[config.mk]
export PLATFORM = sky130hd
export DESIGN_NAME = qp_regmap
export DESIGN_NICKNAME = d
export VERILOG_FILES = /design/src/include/qp_pkg.sv /design/src/include/qp_mem_if.sv /design/src/rtl/qp_mem.sv /design/src/rtl/qp_regmap.sv
export SDC_FILE = /design/constraint.sdc
export NUM_CORES = 1
export LEC_CHECK = 0
export ABC_AREA = 1
export BUFFER_PORTS_ARGS = -buffer_cell sky130_fd_sc_hd__buf_4
export CAP_MARGIN = 30
export CORE_MARGIN = 2
export CORE_UTILIZATION = 45
export DETAILED_ROUTE_END_ITERATION = 10
export SYNTH_ARGS = -nofsm -noshare
export SYNTH_HDL_FRONTEND = slang
export SYNTH_SLANG_ARGS = --single-unit
export TNS_END_PERCENT = 100
[constraint.sdc]
create_clock -name clk -period 6 [get_ports clk]
set_clock_uncertainty 0.1 [all_clocks]
set_input_delay 0 -clock clk [delete_from_list [all_inputs] [get_ports clk]]
set_output_delay 0 -clock clk [all_outputs]
set_load 0.05 [all_outputs]
[src/include/qp_pkg.sv]
// package of constants, types and helpers for the quad pot register bank
package qp_pkg;

    localparam int unsigned qp_locations = 16;
    localparam int unsigned qp_addr_width = 4;
    localparam int unsigned qp_word_width = 9;
    localparam int unsigned qp_pots = 4;

    typedef logic [qp_addr_width-1:0] qp_addr_type;
    typedef logic [qp_word_width-1:0] qp_word_type;
    typedef logic [qp_locations-1:0][qp_word_width-1:0] qp_image_type;

    // register offsets
    localparam qp_addr_type qp_wiper0_position_addr = 4'h0;
    localparam qp_addr_type qp_wiper1_position_addr = 4'h1;
    localparam qp_addr_type qp_terminal_control_pots01_addr = 4'h4;
    localparam qp_addr_type qp_wiper2_position_addr = 4'h6;
    localparam qp_addr_type qp_wiper3_position_addr = 4'h7;
    localparam qp_addr_type qp_terminal_control_pots23_addr = 4'ha;

    // reset values and wiper scale limits
    localparam qp_word_type qp_wiper_reset_8bit = 9'h080;
    localparam qp_word_type qp_wiper_reset_7bit = 9'h040;
    localparam qp_word_type qp_terminal_control_reset = 9'h1ff;
    localparam qp_word_type qp_full_scale_8bit = 9'h100;
    localparam qp_word_type qp_full_scale_7bit = 9'h080;
    localparam qp_word_type qp_zero_scale = 9'h000;
    localparam qp_word_type qp_step = 9'h001;

    // terminal control field positions, upper pot in bits 7..4, lower pot in bits 3..0
    localparam int unsigned qp_reserved_top_bit = 8;
    localparam int unsigned qp_upper_shutdown_release = 7;
    localparam int unsigned qp_upper_end_a_connect = 6;
    localparam int unsigned qp_upper_wiper_connect = 5;
    localparam int unsigned qp_upper_end_b_connect = 4;
    localparam int unsigned qp_lower_shutdown_release = 3;
    localparam int unsigned qp_lower_end_a_connect = 2;
    localparam int unsigned qp_lower_wiper_connect = 1;
    localparam int unsigned qp_lower_end_b_connect = 0;

    typedef enum logic [1:0] {
        qp_op_write = 2'h0,
        qp_op_increment = 2'h1,
        qp_op_decrement = 2'h2,
        qp_op_read = 2'h3
    } qp_op_type;

    typedef enum logic [1:0] {
        qp_hvc_low = 2'h0,
        qp_hvc_normal_high = 2'h1,
        qp_hvc_high_voltage = 2'h3
    } qp_hvc_type;

    typedef enum logic [1:0] {
        qp_st_idle = 2'h0,
        qp_st_read = 2'h1,
        qp_st_modify = 2'h3
    } qp_state_type;

    typedef struct packed {
        qp_image_type words;
        qp_word_type rdata;
    } qp_mem_state_type;

    typedef struct packed {
        qp_state_type state;
        logic error;
        logic hvc_high_seen;
        logic pending_decrement;
        qp_addr_type pending_addr;
        logic [1:0][qp_word_width-1:0] applied;
    } qp_ctrl_state_type;

    function automatic logic qp_is_wiper(input qp_addr_type addr);
        return addr == qp_wiper0_position_addr || addr == qp_wiper1_position_addr ||
               addr == qp_wiper2_position_addr || addr == qp_wiper3_position_addr;
    endfunction : qp_is_wiper

    function automatic logic qp_is_tcon(input qp_addr_type addr);
        return addr == qp_terminal_control_pots01_addr || addr == qp_terminal_control_pots23_addr;
    endfunction : qp_is_tcon

    function automatic qp_word_type qp_wiper_reset(input logic wide);
        return wide ? qp_wiper_reset_8bit : qp_wiper_reset_7bit;
    endfunction : qp_wiper_reset

    function automatic qp_word_type qp_full_scale(input logic wide);
        return wide ? qp_full_scale_8bit : qp_full_scale_7bit;
    endfunction : qp_full_scale

    // power-on image; reserved locations hold zero
    function automatic qp_image_type qp_reset_image(input logic wide);
        qp_image_type image;
        image = '0;
        for (int i = 0; i < qp_locations; i++) begin
            if (qp_is_wiper(qp_addr_type'(i))) begin
                image[i] = qp_wiper_reset(wide);
            end else if (qp_is_tcon(qp_addr_type'(i))) begin
                image[i] = qp_terminal_control_reset;
            end
        end
        return image;
    endfunction : qp_reset_image

endpackage : qp_pkg

[src/include/qp_mem_if.sv]
// interface between the command controller and the register memory
`timescale 1ns/1ps
interface qp_mem_if;
    import qp_pkg::*;
    logic clear;
    logic en;
    logic we;
    qp_addr_type addr;
    qp_word_type wdata;
    qp_word_type rdata;
    qp_image_type words;
    modport ctrl (output clear, output en, output we, output addr, output wdata, input rdata, input words);
    modport mem (input clear, input en, input we, input addr, input wdata, output rdata, output words);
endinterface : qp_mem_if

[src/rtl/qp_mem.sv]
// sixteen by nine volatile register memory with registered read data
`timescale 1ns/1ps
module qp_mem #(
    parameter logic wide_wiper = 1'b1
) (
    input wire logic clk,
    input wire logic reset,
    qp_mem_if.mem port
);
    import qp_pkg::*;

    localparam qp_image_type reset_image = qp_reset_image(wide_wiper);

    qp_mem_state_type r;
    qp_mem_state_type next_r;

    always_comb begin
        next_r = r;
        if (port.clear) begin
            next_r.words = reset_image; // [RULE13]
            next_r.rdata = '0;
        end else if (port.en) begin
            if (port.we) begin
                next_r.words[port.addr] = port.wdata;
            end
            next_r.rdata = r.words[port.addr];
        end
    end

    always_ff @(posedge clk or posedge reset) begin
        if (reset) begin
            r <= '{words: reset_image, rdata: '0}; // [RULE1] [RULE3] [RULE9]
        end else begin
            r <= next_r;
        end
    end

    assign port.rdata = r.rdata;
    assign port.words = r.words;

endmodule : qp_mem

[src/rtl/qp_regmap.sv]
// command controller of the quad pot volatile register bank
`timescale 1ns/1ps
// Operation
// RULE1 - sixteen volatile nine-bit locations form the register space
// RULE2 - wipers at 00h 01h 06h 07h, terminal controls at 04h 0Ah, rest reserved
// RULE3 - wipers reset to mid-scale, 80h or 40h by resolution
// RULE4 - illegal command or reserved address enters the error condition
// RULE5 - error clears only after pin goes normal high then back active
// RULE6 - each terminal control register holds four control bits per pot
// RULE7 - each pot terminal connects through its own control bit
// RULE8 - terminal control values reach the network when the command completes
// RULE9 - terminal control registers reset to 1FFh, all terminals connected
// RULE10 - host detects reset events and rewrites terminal control values
// RULE11 - bit 8 reads one; bits 7..4 upper pot, 3..0 lower pot
// RULE12 - cleared release forces shutdown; set connect bit connects terminal
// RULE13 - reset pin low holds defaults and disables the command port
// RULE14 - internal reset while detector active or reset pin low
module qp_regmap #(
    parameter logic wide_wiper = 1'b1
) (
    input wire logic clk,
    input wire logic reset,
    input wire logic reset_pin_n,
    input wire qp_pkg::qp_hvc_type high_voltage_command_pin,
    input wire logic cmd_valid,
    output logic cmd_ready,
    input wire qp_pkg::qp_op_type cmd_op,
    input wire qp_pkg::qp_addr_type cmd_addr,
    input wire qp_pkg::qp_word_type cmd_wdata,
    input wire logic cmd_complete,
    output logic rsp_valid,
    output qp_pkg::qp_word_type rsp_data,
    output logic error_active,
    output logic [3:0][8:0] wiper_position,
    output logic [3:0] pot_shutdown_forced,
    output logic [3:0] pot_end_a_connect,
    output logic [3:0] pot_wiper_connect,
    output logic [3:0] pot_end_b_connect
);
    import qp_pkg::*;

    localparam qp_ctrl_state_type reset_state = '{
        state: qp_st_idle,
        error: 1'b0,
        hvc_high_seen: 1'b0,
        pending_decrement: 1'b0,
        pending_addr: '0,
        applied: {qp_terminal_control_reset, qp_terminal_control_reset}
    };

    qp_mem_if mem_bus ();

    qp_ctrl_state_type r;
    qp_ctrl_state_type next_r;
    logic pin_hold;
    logic accept;
    logic cmd_legal;
    logic error_set;
    logic error_clear;
    qp_word_type modified;

    qp_mem #(
        .wide_wiper(wide_wiper)
    ) u_mem (
        .clk(clk),
        .reset(reset),
        .port(mem_bus.mem)
    );

    // detector reset acts asynchronously, the pin acts as a synchronous clear
    assign pin_hold = ~reset_pin_n; // [RULE14]

    // the port is closed while the reset pin is low, in error and while a read or modify is in flight
    assign cmd_ready = ~pin_hold && ~r.error && r.state == qp_st_idle; // [RULE13]
    assign accept = cmd_valid && cmd_ready;

    always_comb begin
        cmd_legal = 1'b0;
        if (qp_is_wiper(cmd_addr)) begin
            cmd_legal = 1'b1; // [RULE2]
        end else if (qp_is_tcon(cmd_addr)) begin
            cmd_legal = cmd_op == qp_op_read || cmd_op == qp_op_write; // [RULE4]
        end
    end

    // saturating step; the pot cannot wrap past either end of the ladder
    always_comb begin
        modified = mem_bus.rdata;
        if (r.pending_decrement) begin
            if (mem_bus.rdata > qp_zero_scale) begin
                modified = mem_bus.rdata - qp_step;
            end
        end else if (mem_bus.rdata < qp_full_scale(wide_wiper)) begin
            modified = mem_bus.rdata + qp_step;
        end
    end

    assign error_set = accept && ~cmd_legal; // [RULE4]
    assign error_clear = r.error && r.hvc_high_seen && high_voltage_command_pin != qp_hvc_normal_high; // [RULE5]

    always_comb begin
        next_r = r;
        mem_bus.clear = pin_hold;
        mem_bus.en = 1'b0;
        mem_bus.we = 1'b0;
        mem_bus.addr = cmd_addr;
        mem_bus.wdata = cmd_wdata;
        if (pin_hold) begin
            next_r = reset_state; // [RULE13]
        end else begin
            if (r.error && high_voltage_command_pin == qp_hvc_normal_high) begin
                next_r.hvc_high_seen = 1'b1; // [RULE5]
            end
            next_r.error = error_set || (r.error && ~error_clear);
            if (error_clear) begin
                next_r.hvc_high_seen = 1'b0;
            end
            case (r.state)
                qp_st_idle: begin
                    if (accept && cmd_legal) begin
                        mem_bus.en = 1'b1;
                        next_r.pending_addr = cmd_addr;
                        next_r.pending_decrement = cmd_op == qp_op_decrement;
                        if (cmd_op == qp_op_write) begin
                            mem_bus.we = 1'b1;
                            if (qp_is_tcon(cmd_addr)) begin
                                mem_bus.wdata[qp_reserved_top_bit] = 1'b1; // [RULE11]
                            end
                        end else if (cmd_op == qp_op_read) begin
                            next_r.state = qp_st_read;
                        end else begin
                            next_r.state = qp_st_modify;
                        end
                    end
                end
                qp_st_read: begin
                    next_r.state = qp_st_idle;
                end
                qp_st_modify: begin
                    mem_bus.en = 1'b1;
                    mem_bus.we = 1'b1;
                    mem_bus.addr = r.pending_addr;
                    mem_bus.wdata = modified;
                    next_r.state = qp_st_idle;
                end
                default: begin
                    next_r.state = qp_st_idle;
                end
            endcase
            // terminals follow the stored value only once the serial command ends
            if (cmd_complete) begin
                next_r.applied[0] = mem_bus.words[qp_terminal_control_pots01_addr]; // [RULE8]
                next_r.applied[1] = mem_bus.words[qp_terminal_control_pots23_addr]; // [RULE8]
            end
        end
    end

    always_ff @(posedge clk or posedge reset) begin
        if (reset) begin
            r <= reset_state; // [RULE9] [RULE14]
        end else begin
            r <= next_r;
        end
    end

    assign rsp_valid = r.state == qp_st_read;
    assign rsp_data = mem_bus.rdata;
    assign error_active = r.error;

    always_comb begin
        wiper_position[0] = mem_bus.words[qp_wiper0_position_addr];
        wiper_position[1] = mem_bus.words[qp_wiper1_position_addr];
        wiper_position[2] = mem_bus.words[qp_wiper2_position_addr];
        wiper_position[3] = mem_bus.words[qp_wiper3_position_addr];
    end

    // pot 2k uses the lower nibble and pot 2k+1 the upper nibble of register k
    always_comb begin
        for (int k = 0; k < 2; k++) begin
            pot_shutdown_forced[2*k] = ~r.applied[k][qp_lower_shutdown_release]; // [RULE12] [RULE6]
            pot_end_a_connect[2*k] = r.applied[k][qp_lower_end_a_connect]; // [RULE7]
            pot_wiper_connect[2*k] = r.applied[k][qp_lower_wiper_connect]; // [RULE7]
            pot_end_b_connect[2*k] = r.applied[k][qp_lower_end_b_connect]; // [RULE7]
            pot_shutdown_forced[2*k+1] = ~r.applied[k][qp_upper_shutdown_release]; // [RULE12] [RULE6]
            pot_end_a_connect[2*k+1] = r.applied[k][qp_upper_end_a_connect]; // [RULE7]
            pot_wiper_connect[2*k+1] = r.applied[k][qp_upper_wiper_connect]; // [RULE7]
            pot_end_b_connect[2*k+1] = r.applied[k][qp_upper_end_b_connect]; // [RULE7]
        end
    end

endmodule : qp_regmap

==> key figures, run 1 <==
Cells and area
  • Multi-input gate area: 4720 µm²
  • Final Non-Filler Cells: 1781
  • FF+latch area: 4500 µm²
  • Synth-to-layout area growth: 13.7%
  • Nets: 1518
  • Share of layout cells above drive strength 1: 15.9%
  • Design area: 11500 µm²
  • Post-layout util: 52.6%
  • Leading cell type in the layout, fill and taps excluded: nand2_1
  • # fillers: 2200
  • Ant. Diodes: 0
  • Most frequent cells in the layout: 624 x nand2_1, 190 x nor2_1, 140 x dfrtp_1, 96 x buf_4, 80 x o21ai_0

Drt
  • Total wire length: 30900 µm
  • DRC errors left: 0
  • Post-DRT Antenna Nets: 0
  • Vias: 9190
  • DRT Pass-1 Iters: 5
  • Initial DRC Count: 845
  • Drt wl/cell: 17.3 µm
  • Vias per cell: 5.16

Timing
  • Final Hold Viols: 0
  • Slew HR: 42.6%
  • Crit path time final: 3.66 ns
  • Crit share post-route: 61.0%
  • RSZ-0062 raised after global routing: no
  • Fmax: 273 MHz
  • Worst hold slack: 0.0372 ns
  • Slew @ Worst Pin: 0.861 ns
  • Setup TNS Final: 0 ns
  • Final setup violation count: 0
  • Final Max Slew Viols: 0

Clock network
  • Cts bufs inserted: 17
  • CTS tree: done
  • Reg clk slew, reported paths: 0.08 ns
  • H-tree depth: 4
  • Sinks on Clock Net: 178
  • Postcts setup bufs: 0
  • Worst-Skew Late Latency: 0.44 ns
  • Clock root buffer: clkbuf_16
  • CTS Hold Buffers Added: 25
  • Post-CTS sizing: 0
  • Longest Clk Path Bufs: 2

Setup path
  • Crit Path Category: register to register
  • CP max FO: 39
  • CP Capture Type: register
  • Cell Chain, Critical Path: ha_1 > nand2_8 > o21ai_2 > buf_4 > nand2_1 > buf_4 > o21ai_1 > nand4_1 > nand2_1 > nand2_1
  • Worst endpoint required time: 6.24 ns
  • Slowest cell on the critical path: ha_1
  • Crit path launch type: register
  • CP most frequent cell: nand2_1
  • CP Data Arrival Time: 3.90 ns
  • Slowest cell delay on critical path: 0.61 ns

GRT
  • Antenna violations before repair: 0
  • Grt ovf: 0
  • Pin count of the biggest net entering global routing: 72
  • Vias in the first global route: 8656
  • All-Layer GR Usage: 26.5%
  • First-pass GRT wire length: 49100 µm

Power
  • PwrDens: 276 nW/µm²
  • Switching pwr: 1070 µW
  • Clk pwr share: 36.9%
  • Worst VDD drop: 0.181 mV
  • Cell Int Power: 2120 µW
  • Switching power share of the total: 33.6%
  • Reg power frac: 43.6%
  • Leak Pwr: 0.00620 µW
  • Combinational Power Share: 19.5%

Run
  • Max Cap Viol: 0

Logic synthesis
  • Dominant synthesized flop cell: dfrtp_1
  • Register area share after synthesis: 44.3%
  • Post-Syn Nets: 1476
  • Mean Syn Cell Area: 7.02 µm²
  • Unique masters post-synth: 39
  • FF+latch count, synth: 178
  • Cell area after synthesis: 10200 µm²
  • EDFF count, synth: 0
  • Post-synth ARST share: 100%
  • Ys Warns: 0
  • Mapped Cells: 1446

Die
  • Chip height: 154 µm
  • Top Ports: 86
  • Initial core utilization: 46.2%
  • Row count: 54
  • Die ar.: 23800 µm²
  • CORE AREA: 22000 µm²
  • Die Width: 154 µm

Run status
  • Outcome: complete, no violations

Worst hold path
  • Hold Path Class: input pin to async pin

Placement
  • Placed cells: 1724
  • GPL Wtd Cong: 0.909
  • Dpl cell area: 10700 µm²
  • Post-DP HPWL: 21200 µm
  • Port Buffers: 85
synthesized netlist by cell type (14+ instances only):
| library cell | instances | area share [%] |
|---|---|---|
| clkbuf_1 | 21 | 0.78 |
| nand4_1 | 14 | 0.86 |
| nand3_1 | 38 | 1.9 |
| nor2_1 | 190 | 7.0 |
| nor2_2 | 15 | 0.92 |
| buf_4 | 52 | 3.8 |
| o21ai_0 | 82 | 4.0 |
| or2_1 | 15 | 0.92 |
| nand2_1 | 624 | 23 |
| dfrtp_1 | 140 | 35 |
| inv_1 | 70 | 2.6 |
| buf_2 | 19 | 0.94 |
| a21oi_1 | 33 | 1.6 |
| dfstp_2 | 38 | 9.8 |
flip-flops by register name, indices dropped and copies added, names as in the netlist:
signal / cells
pot_end_b_connect: 4
r: 12
u_mem.port.rdata: 9
pot_end_a_connect: 4
u_mem.port.words: 144
pot_wiper_connect: 4
error_active: 1
worst max-delay path, delay by kind of cell, from the launching register on:
family,cells,cell delay [ns]
simple gates,5,1.32
buf+inv,2,0.78
fa+ha+maj,1,0.61
flops,1,0.38
compound gates,2,0.34
worst paths after layout:
kind                       cells past startpoint                  from               endpoint  slack, ns
max reg2reg                                   10                 r[25]   u_mem.port.words[59]       2.34
min                                            3                 reset  u_mem.port.words[129]       0.04
max in group asynchronous                      5                 reset   u_mem.port.words[97]       4.67
min in group clk                               2           reset_pin_n                  r[23]       0.11
max                                           10                 r[25]   u_mem.port.words[59]       2.34
min reg2reg                                    2  u_mem.port.words[99]   u_mem.port.words[99]       0.37
stage by stage:
stage | setup slack (ns) | total power [µW]
finish | 2.34 | 3190
floorplan | 1.13 | 1830
global placement | 2.50 | 2010
global route | 1.97 | 3320
detailed placement | 2.40 | 2020
CTS | 2.39 | 3200
cells by family after synthesis:
family | count (synthesis) | synth area share [%]
compound gates | 137 | 7.46
xor+xnor | 4 | 0.345
fa+ha+maj | 8 | 0.986
buf+inv | 187 | 9.29
flops | 178 | 44.3
simple gates | 932 | 37.6
layout make-up:
type / instances / share of cell area (%)
inverters: 86 / 2.84
well taps: 280 / 3.04
flip-flops and latches: 178 / 39.0
multi-input cells: 1081 / 40.9
clock buffers: 17 / 3.69
repair buffers: 124 / 8.91
clock inverters: 15 / 1.65
per-layer routing:
metal	track usage, %	part of all wire, %	up-vias	routed length (µm)
met1	39.2	47	4289	14600
met5	0	0	-	0
met4	6.90	1.8	0	550
met2	40.6	44	336	13600
li1	-	-	4523	-
met3	4.31	6.9	42	2120
power groups by stage:
stage | logic [µW] | clock network [µW] | registers, µW
6_report | 621 | 1180 | 1390
5_1_grt | 684 | 1240 | 1400
3_5_place_dp | 605 | 0 | 1410
2_1_floorplan | 432 | 0 | 1390
4_1_cts | 621 | 1190 | 1390
3_3_place_gp | 597 | 0 | 1410
Note: power is estimated with default switching activity, not from simulation.
==> run 2, diff against run 1 <==
--- a/config.mk
+++ b/config.mk
@@ -5,12 +5,13 @@
 export SDC_FILE = /design/constraint.sdc
 export NUM_CORES = 1
 export LEC_CHECK = 0
-export ABC_AREA = 1
+export ABC_AREA = 0
 export BUFFER_PORTS_ARGS = -buffer_cell sky130_fd_sc_hd__buf_4
 export CAP_MARGIN = 30
 export CORE_MARGIN = 2
 export CORE_UTILIZATION = 45
 export DETAILED_ROUTE_END_ITERATION = 10
+export PLACE_DENSITY = 0.66
 export SYNTH_ARGS = -nofsm -noshare
 export SYNTH_HDL_FRONTEND = slang
 export SYNTH_SLANG_ARGS = --single-unit
==> constraint.sdc (replaced) <==
create_clock -name clk -period 3.1 [get_ports clk]
set_clock_uncertainty 0.1 [all_clocks]
set_input_delay 0 -clock clk [delete_from_list [all_inputs] [get_ports clk]]
set_output_delay 0 -clock clk [all_outputs]
set_load 0.05 [all_outputs]
==> run 2 against run 1 <==
Net effect: sequential cell count unchanged; synthesized cell count down 37%; first-iteration DRC count down 22%; worst setup slack worse by 2.1 ns; combinational power up 1%; critical endpoint is now r[26]; largest cell class is now flip-flops and latches; largest power group unchanged.
==> key figures, run 2 <==
Cells and area
  • Max reg flops: 144
  • Share of layout cells above drive strength 1: 20.7%
  • # fillers: 1781
  • Most frequent cells in the layout: 140 x dfrtp_1, 111 x buf_4, 97 x nand2_1, 72 x o22ai_1, 60 x o2bb2ai_1
  • Synth-to-layout area growth: 16.3%
  • Multi-input gate area: 3720 µm²
  • Final Non-Filler Cells: 1234
  • Ant. Diodes: 0
  • FF+latch area: 4500 µm²
  • Leading cell type in the layout, fill and taps excluded: dfrtp_1
  • Nets: 986

Logic synthesis
  • Cell taking the most area after synthesis: dfrtp_1
  • Cell with the most instances after synthesis: dfrtp_1
  • FF+latch count, synth: 178
  • Top post-synthesis cells by area: dfrtp_1 39%, dfstp_2 11%, o2bb2ai_1 5.8%
  • Ys Warns: 0
  • Area share of the largest cell type after synthesis: 38.9%
  • Post-Syn Nets: 938
  • Mapped Cells: 908
  • Unique masters post-synth: 69
  • Dominant synthesized flop cell: dfrtp_1
  • Cell area after synthesis: 9000 µm²
  • EDFF count, synth: 0
  • Post-synth ARST share: 100%
  • Register area share after synthesis: 50.0%
  • Mean Syn Cell Area: 9.91 µm²
  • Post-synth top cells: 140 x dfrtp_1, 97 x nand2_1, 72 x o22ai_1

Die
  • Die ar.: 21100 µm²
  • Row count: 51
  • Initial core utilization: 46.1%
  • Top Ports: 86
  • Chip height: 145 µm
  • Die Width: 145 µm
  • CORE AREA: 19500 µm²

GRT
  • All-Layer GR Usage: 25.3%
  • Grt ovf: 0
  • Antenna violations before repair: 0
  • First-pass GRT wire length: 41700 µm
  • Vias in the first global route: 7200
  • Pin count of the biggest net entering global routing: 117

Setup path
  • Reg2Reg Depth: 9
  • Crit Path Category: register to register
  • CP Data Arrival Time: 3.13 ns
  • CP max FO: 10
  • Cell Chain, Critical Path: inv_1 > ha_1 > and4b_1 > a21boi_1 > buf_4 > nor2b_1 > nor2_1 > a211oi_1 > dlygate4sd3_1
  • Slowest cell on the critical path: dlygate4sd3_1
  • Crit path launch type: register
  • CP Depth: 9
  • CP Buf/Inv Count: 3
  • CP Capture Type: register
  • Worst endpoint required time: 3.37 ns
  • Crit-path leading delay family: buffers and inverters
  • Slowest cell delay on critical path: 0.58 ns

Power
  • Leak Pwr: 0.00463 µW
  • Reg power frac: 47.0%
  • PwrDens: 490 nW/µm²
  • Switching pwr: 1500 µW
  • Worst VDD drop: 0.438 mV
  • Clk pwr share: 40.8%
  • Cell Int Power: 3640 µW
  • Switching power share of the total: 29.2%
  • Combinational Power Share: 12.2%

Drt
  • Total wire length: 26700 µm
  • Initial DRC Count: 657
  • Vias per cell: 6.02
  • Post-DRT Antenna Nets: 0
  • DRT Pass-1 Iters: 5
  • Vias: 7429
  • DRC errors left: 0
  • Drt wl/cell: 21.7 µm

Timing
  • Final Hold Viols: 0
  • Final Max Slew Viols: 0
  • Worst hold slack: 0.0138 ns
  • Crit share post-route: 92.3%
  • Final setup violation count: 0
  • RSZ-0062 raised after global routing: no
  • Setup TNS Final: 0 ns
  • Slew HR: 36.0%
  • Final worst slack: 0.238 ns
  • Fmax: 349 MHz
  • Crit path time final: 2.86 ns
  • Slew @ Worst Pin: 0.956 ns

Clock network
  • Cts bufs inserted: 17
  • Post-CTS sizing: 0
  • H-tree depth: 4
  • Reg clk slew, reported paths: 0.07 ns
  • Worst-Skew Late Latency: 0.44 ns
  • Clock root buffer: clkbuf_16
  • Postcts setup bufs: 0
  • Sinks on Clock Net: 178
  • CTS tree: done
  • Longest Clk Path Bufs: 2

Run status
  • Outcome: complete, no violations

Run
  • Max Cap Viol: 0

Placement
  • Post-DP HPWL: 18200 µm
  • Pre-CTS WS: 0.428 ns
  • Placed cells: 1174
  • Port Buffers: 85
  • GPL Wtd Cong: 0.900

Worst hold path
  • Hold Path Class: input pin to register
  • Hold path cells: 4
==> run 2: cell count changes after synthesis, moves of 15 or more <==
| cell | previous run | this run |
|---|---|---|
| nor2_2 | 15 | 0 |
| clkbuf_1 | 21 | 39 |
| a21oi_1 | 33 | 14 |
| o22ai_1 | 2 | 72 |
| o21ai_0 | 82 | 58 |
| nand2_1 | 624 | 97 |
| inv_1 | 70 | 37 |
| nand3_1 | 38 | 10 |
| o21ai_1 | 7 | 50 |
| o2bb2ai_1 | 0 | 60 |
| nor2_1 | 190 | 25 |
| mux2i_1 | 0 | 25 |
==> run 2: worst register-to-register path: stages (launching register included) <==
cell,delay [ns]
dfrtp_1,0.40
inv_1,0.08
ha_1,0.21
and4b_1,0.25
a21boi_1,0.41
buf_4,0.25
nor2b_1,0.23
nor2_1,0.07
a211oi_1,0.22
dlygate4sd3_1,0.58
==> run 2: timing repair <==
item,CTS,global route
hold endpoints to repair,97,0
endpoints found under the setup margin,0,0
hold buffers,28,0
==> run 2: layer usage <==
metal / part of all wire (%) / wire (µm) / track usage [%] / up-vias
li1: - / - / - / 3361
met1: 42 / 11400 / 34.8 / 3690
met2: 47 / 12700 / 39.7 / 318
met3: 6.8 / 1830 / 4.26 / 60
met4: 3.3 / 879 / 10.6 / 0
met5: 0 / 0 / 0 / -
==> run 2: per-stage QoR <==
stage          power (µW)  utilization (%)  cell area [µm²]
2_1_floorplan        2820                -             9000
3_3_place_gp         3040             49.3             9620
3_5_place_dp         3040             49.3             9620
4_1_cts              5140             53.6            10500
5_1_grt              5290             53.6            10500
6_report             5130             53.6            10500
==> run 2: final cells by class <==
cell class / count / area share (%)
clock buffers: 17 / 4.06
clock inverters: 15 / 1.35
inverters: 39 / 1.43
multi-input cells: 577 / 35.6
flip-flops and latches: 178 / 43.0
well taps: 265 / 3.17
repair buffers: 143 / 11.4
==> run 2: kinds of logic after synthesis <==
logic type / Yosys count / synth area share (%)
AOI/OAI and AO/OA: 334 / 25.4
xor gates and xnor gates: 7 / 0.681
adders and majority gates: 8 / 1.11
buffers and inverters: 153 / 8.81
DFF: 178 / 50.0
muxes: 29 / 3.32
and+or+nand+nor: 199 / 10.6
==> run 2: final timing paths <==
path / start / to / slack [ns]
max: r[26] / r[26] / 0.24
min reg2reg: u_mem.port.words[76] / u_mem.port.words[76] / 0.39
max reg2reg: r[26] / r[26] / 0.24
max in group asynchronous: reset / r[25] / 1.81
min in group asynchronous: reset / u_mem.port.words[63] / 0.08
min: cmd_valid / error_active / 0.01
==> run 2: power groups by stage <==
stage / logic [µW] / registers [µW] / clock network [µW]
3_5_place_dp: 591 / 2450 / 0
2_1_floorplan: 372 / 2450 / 0
4_1_cts: 621 / 2410 / 2110
5_1_grt: 670 / 2410 / 2200
3_3_place_gp: 590 / 2450 / 0
6_report: 627 / 2410 / 2090
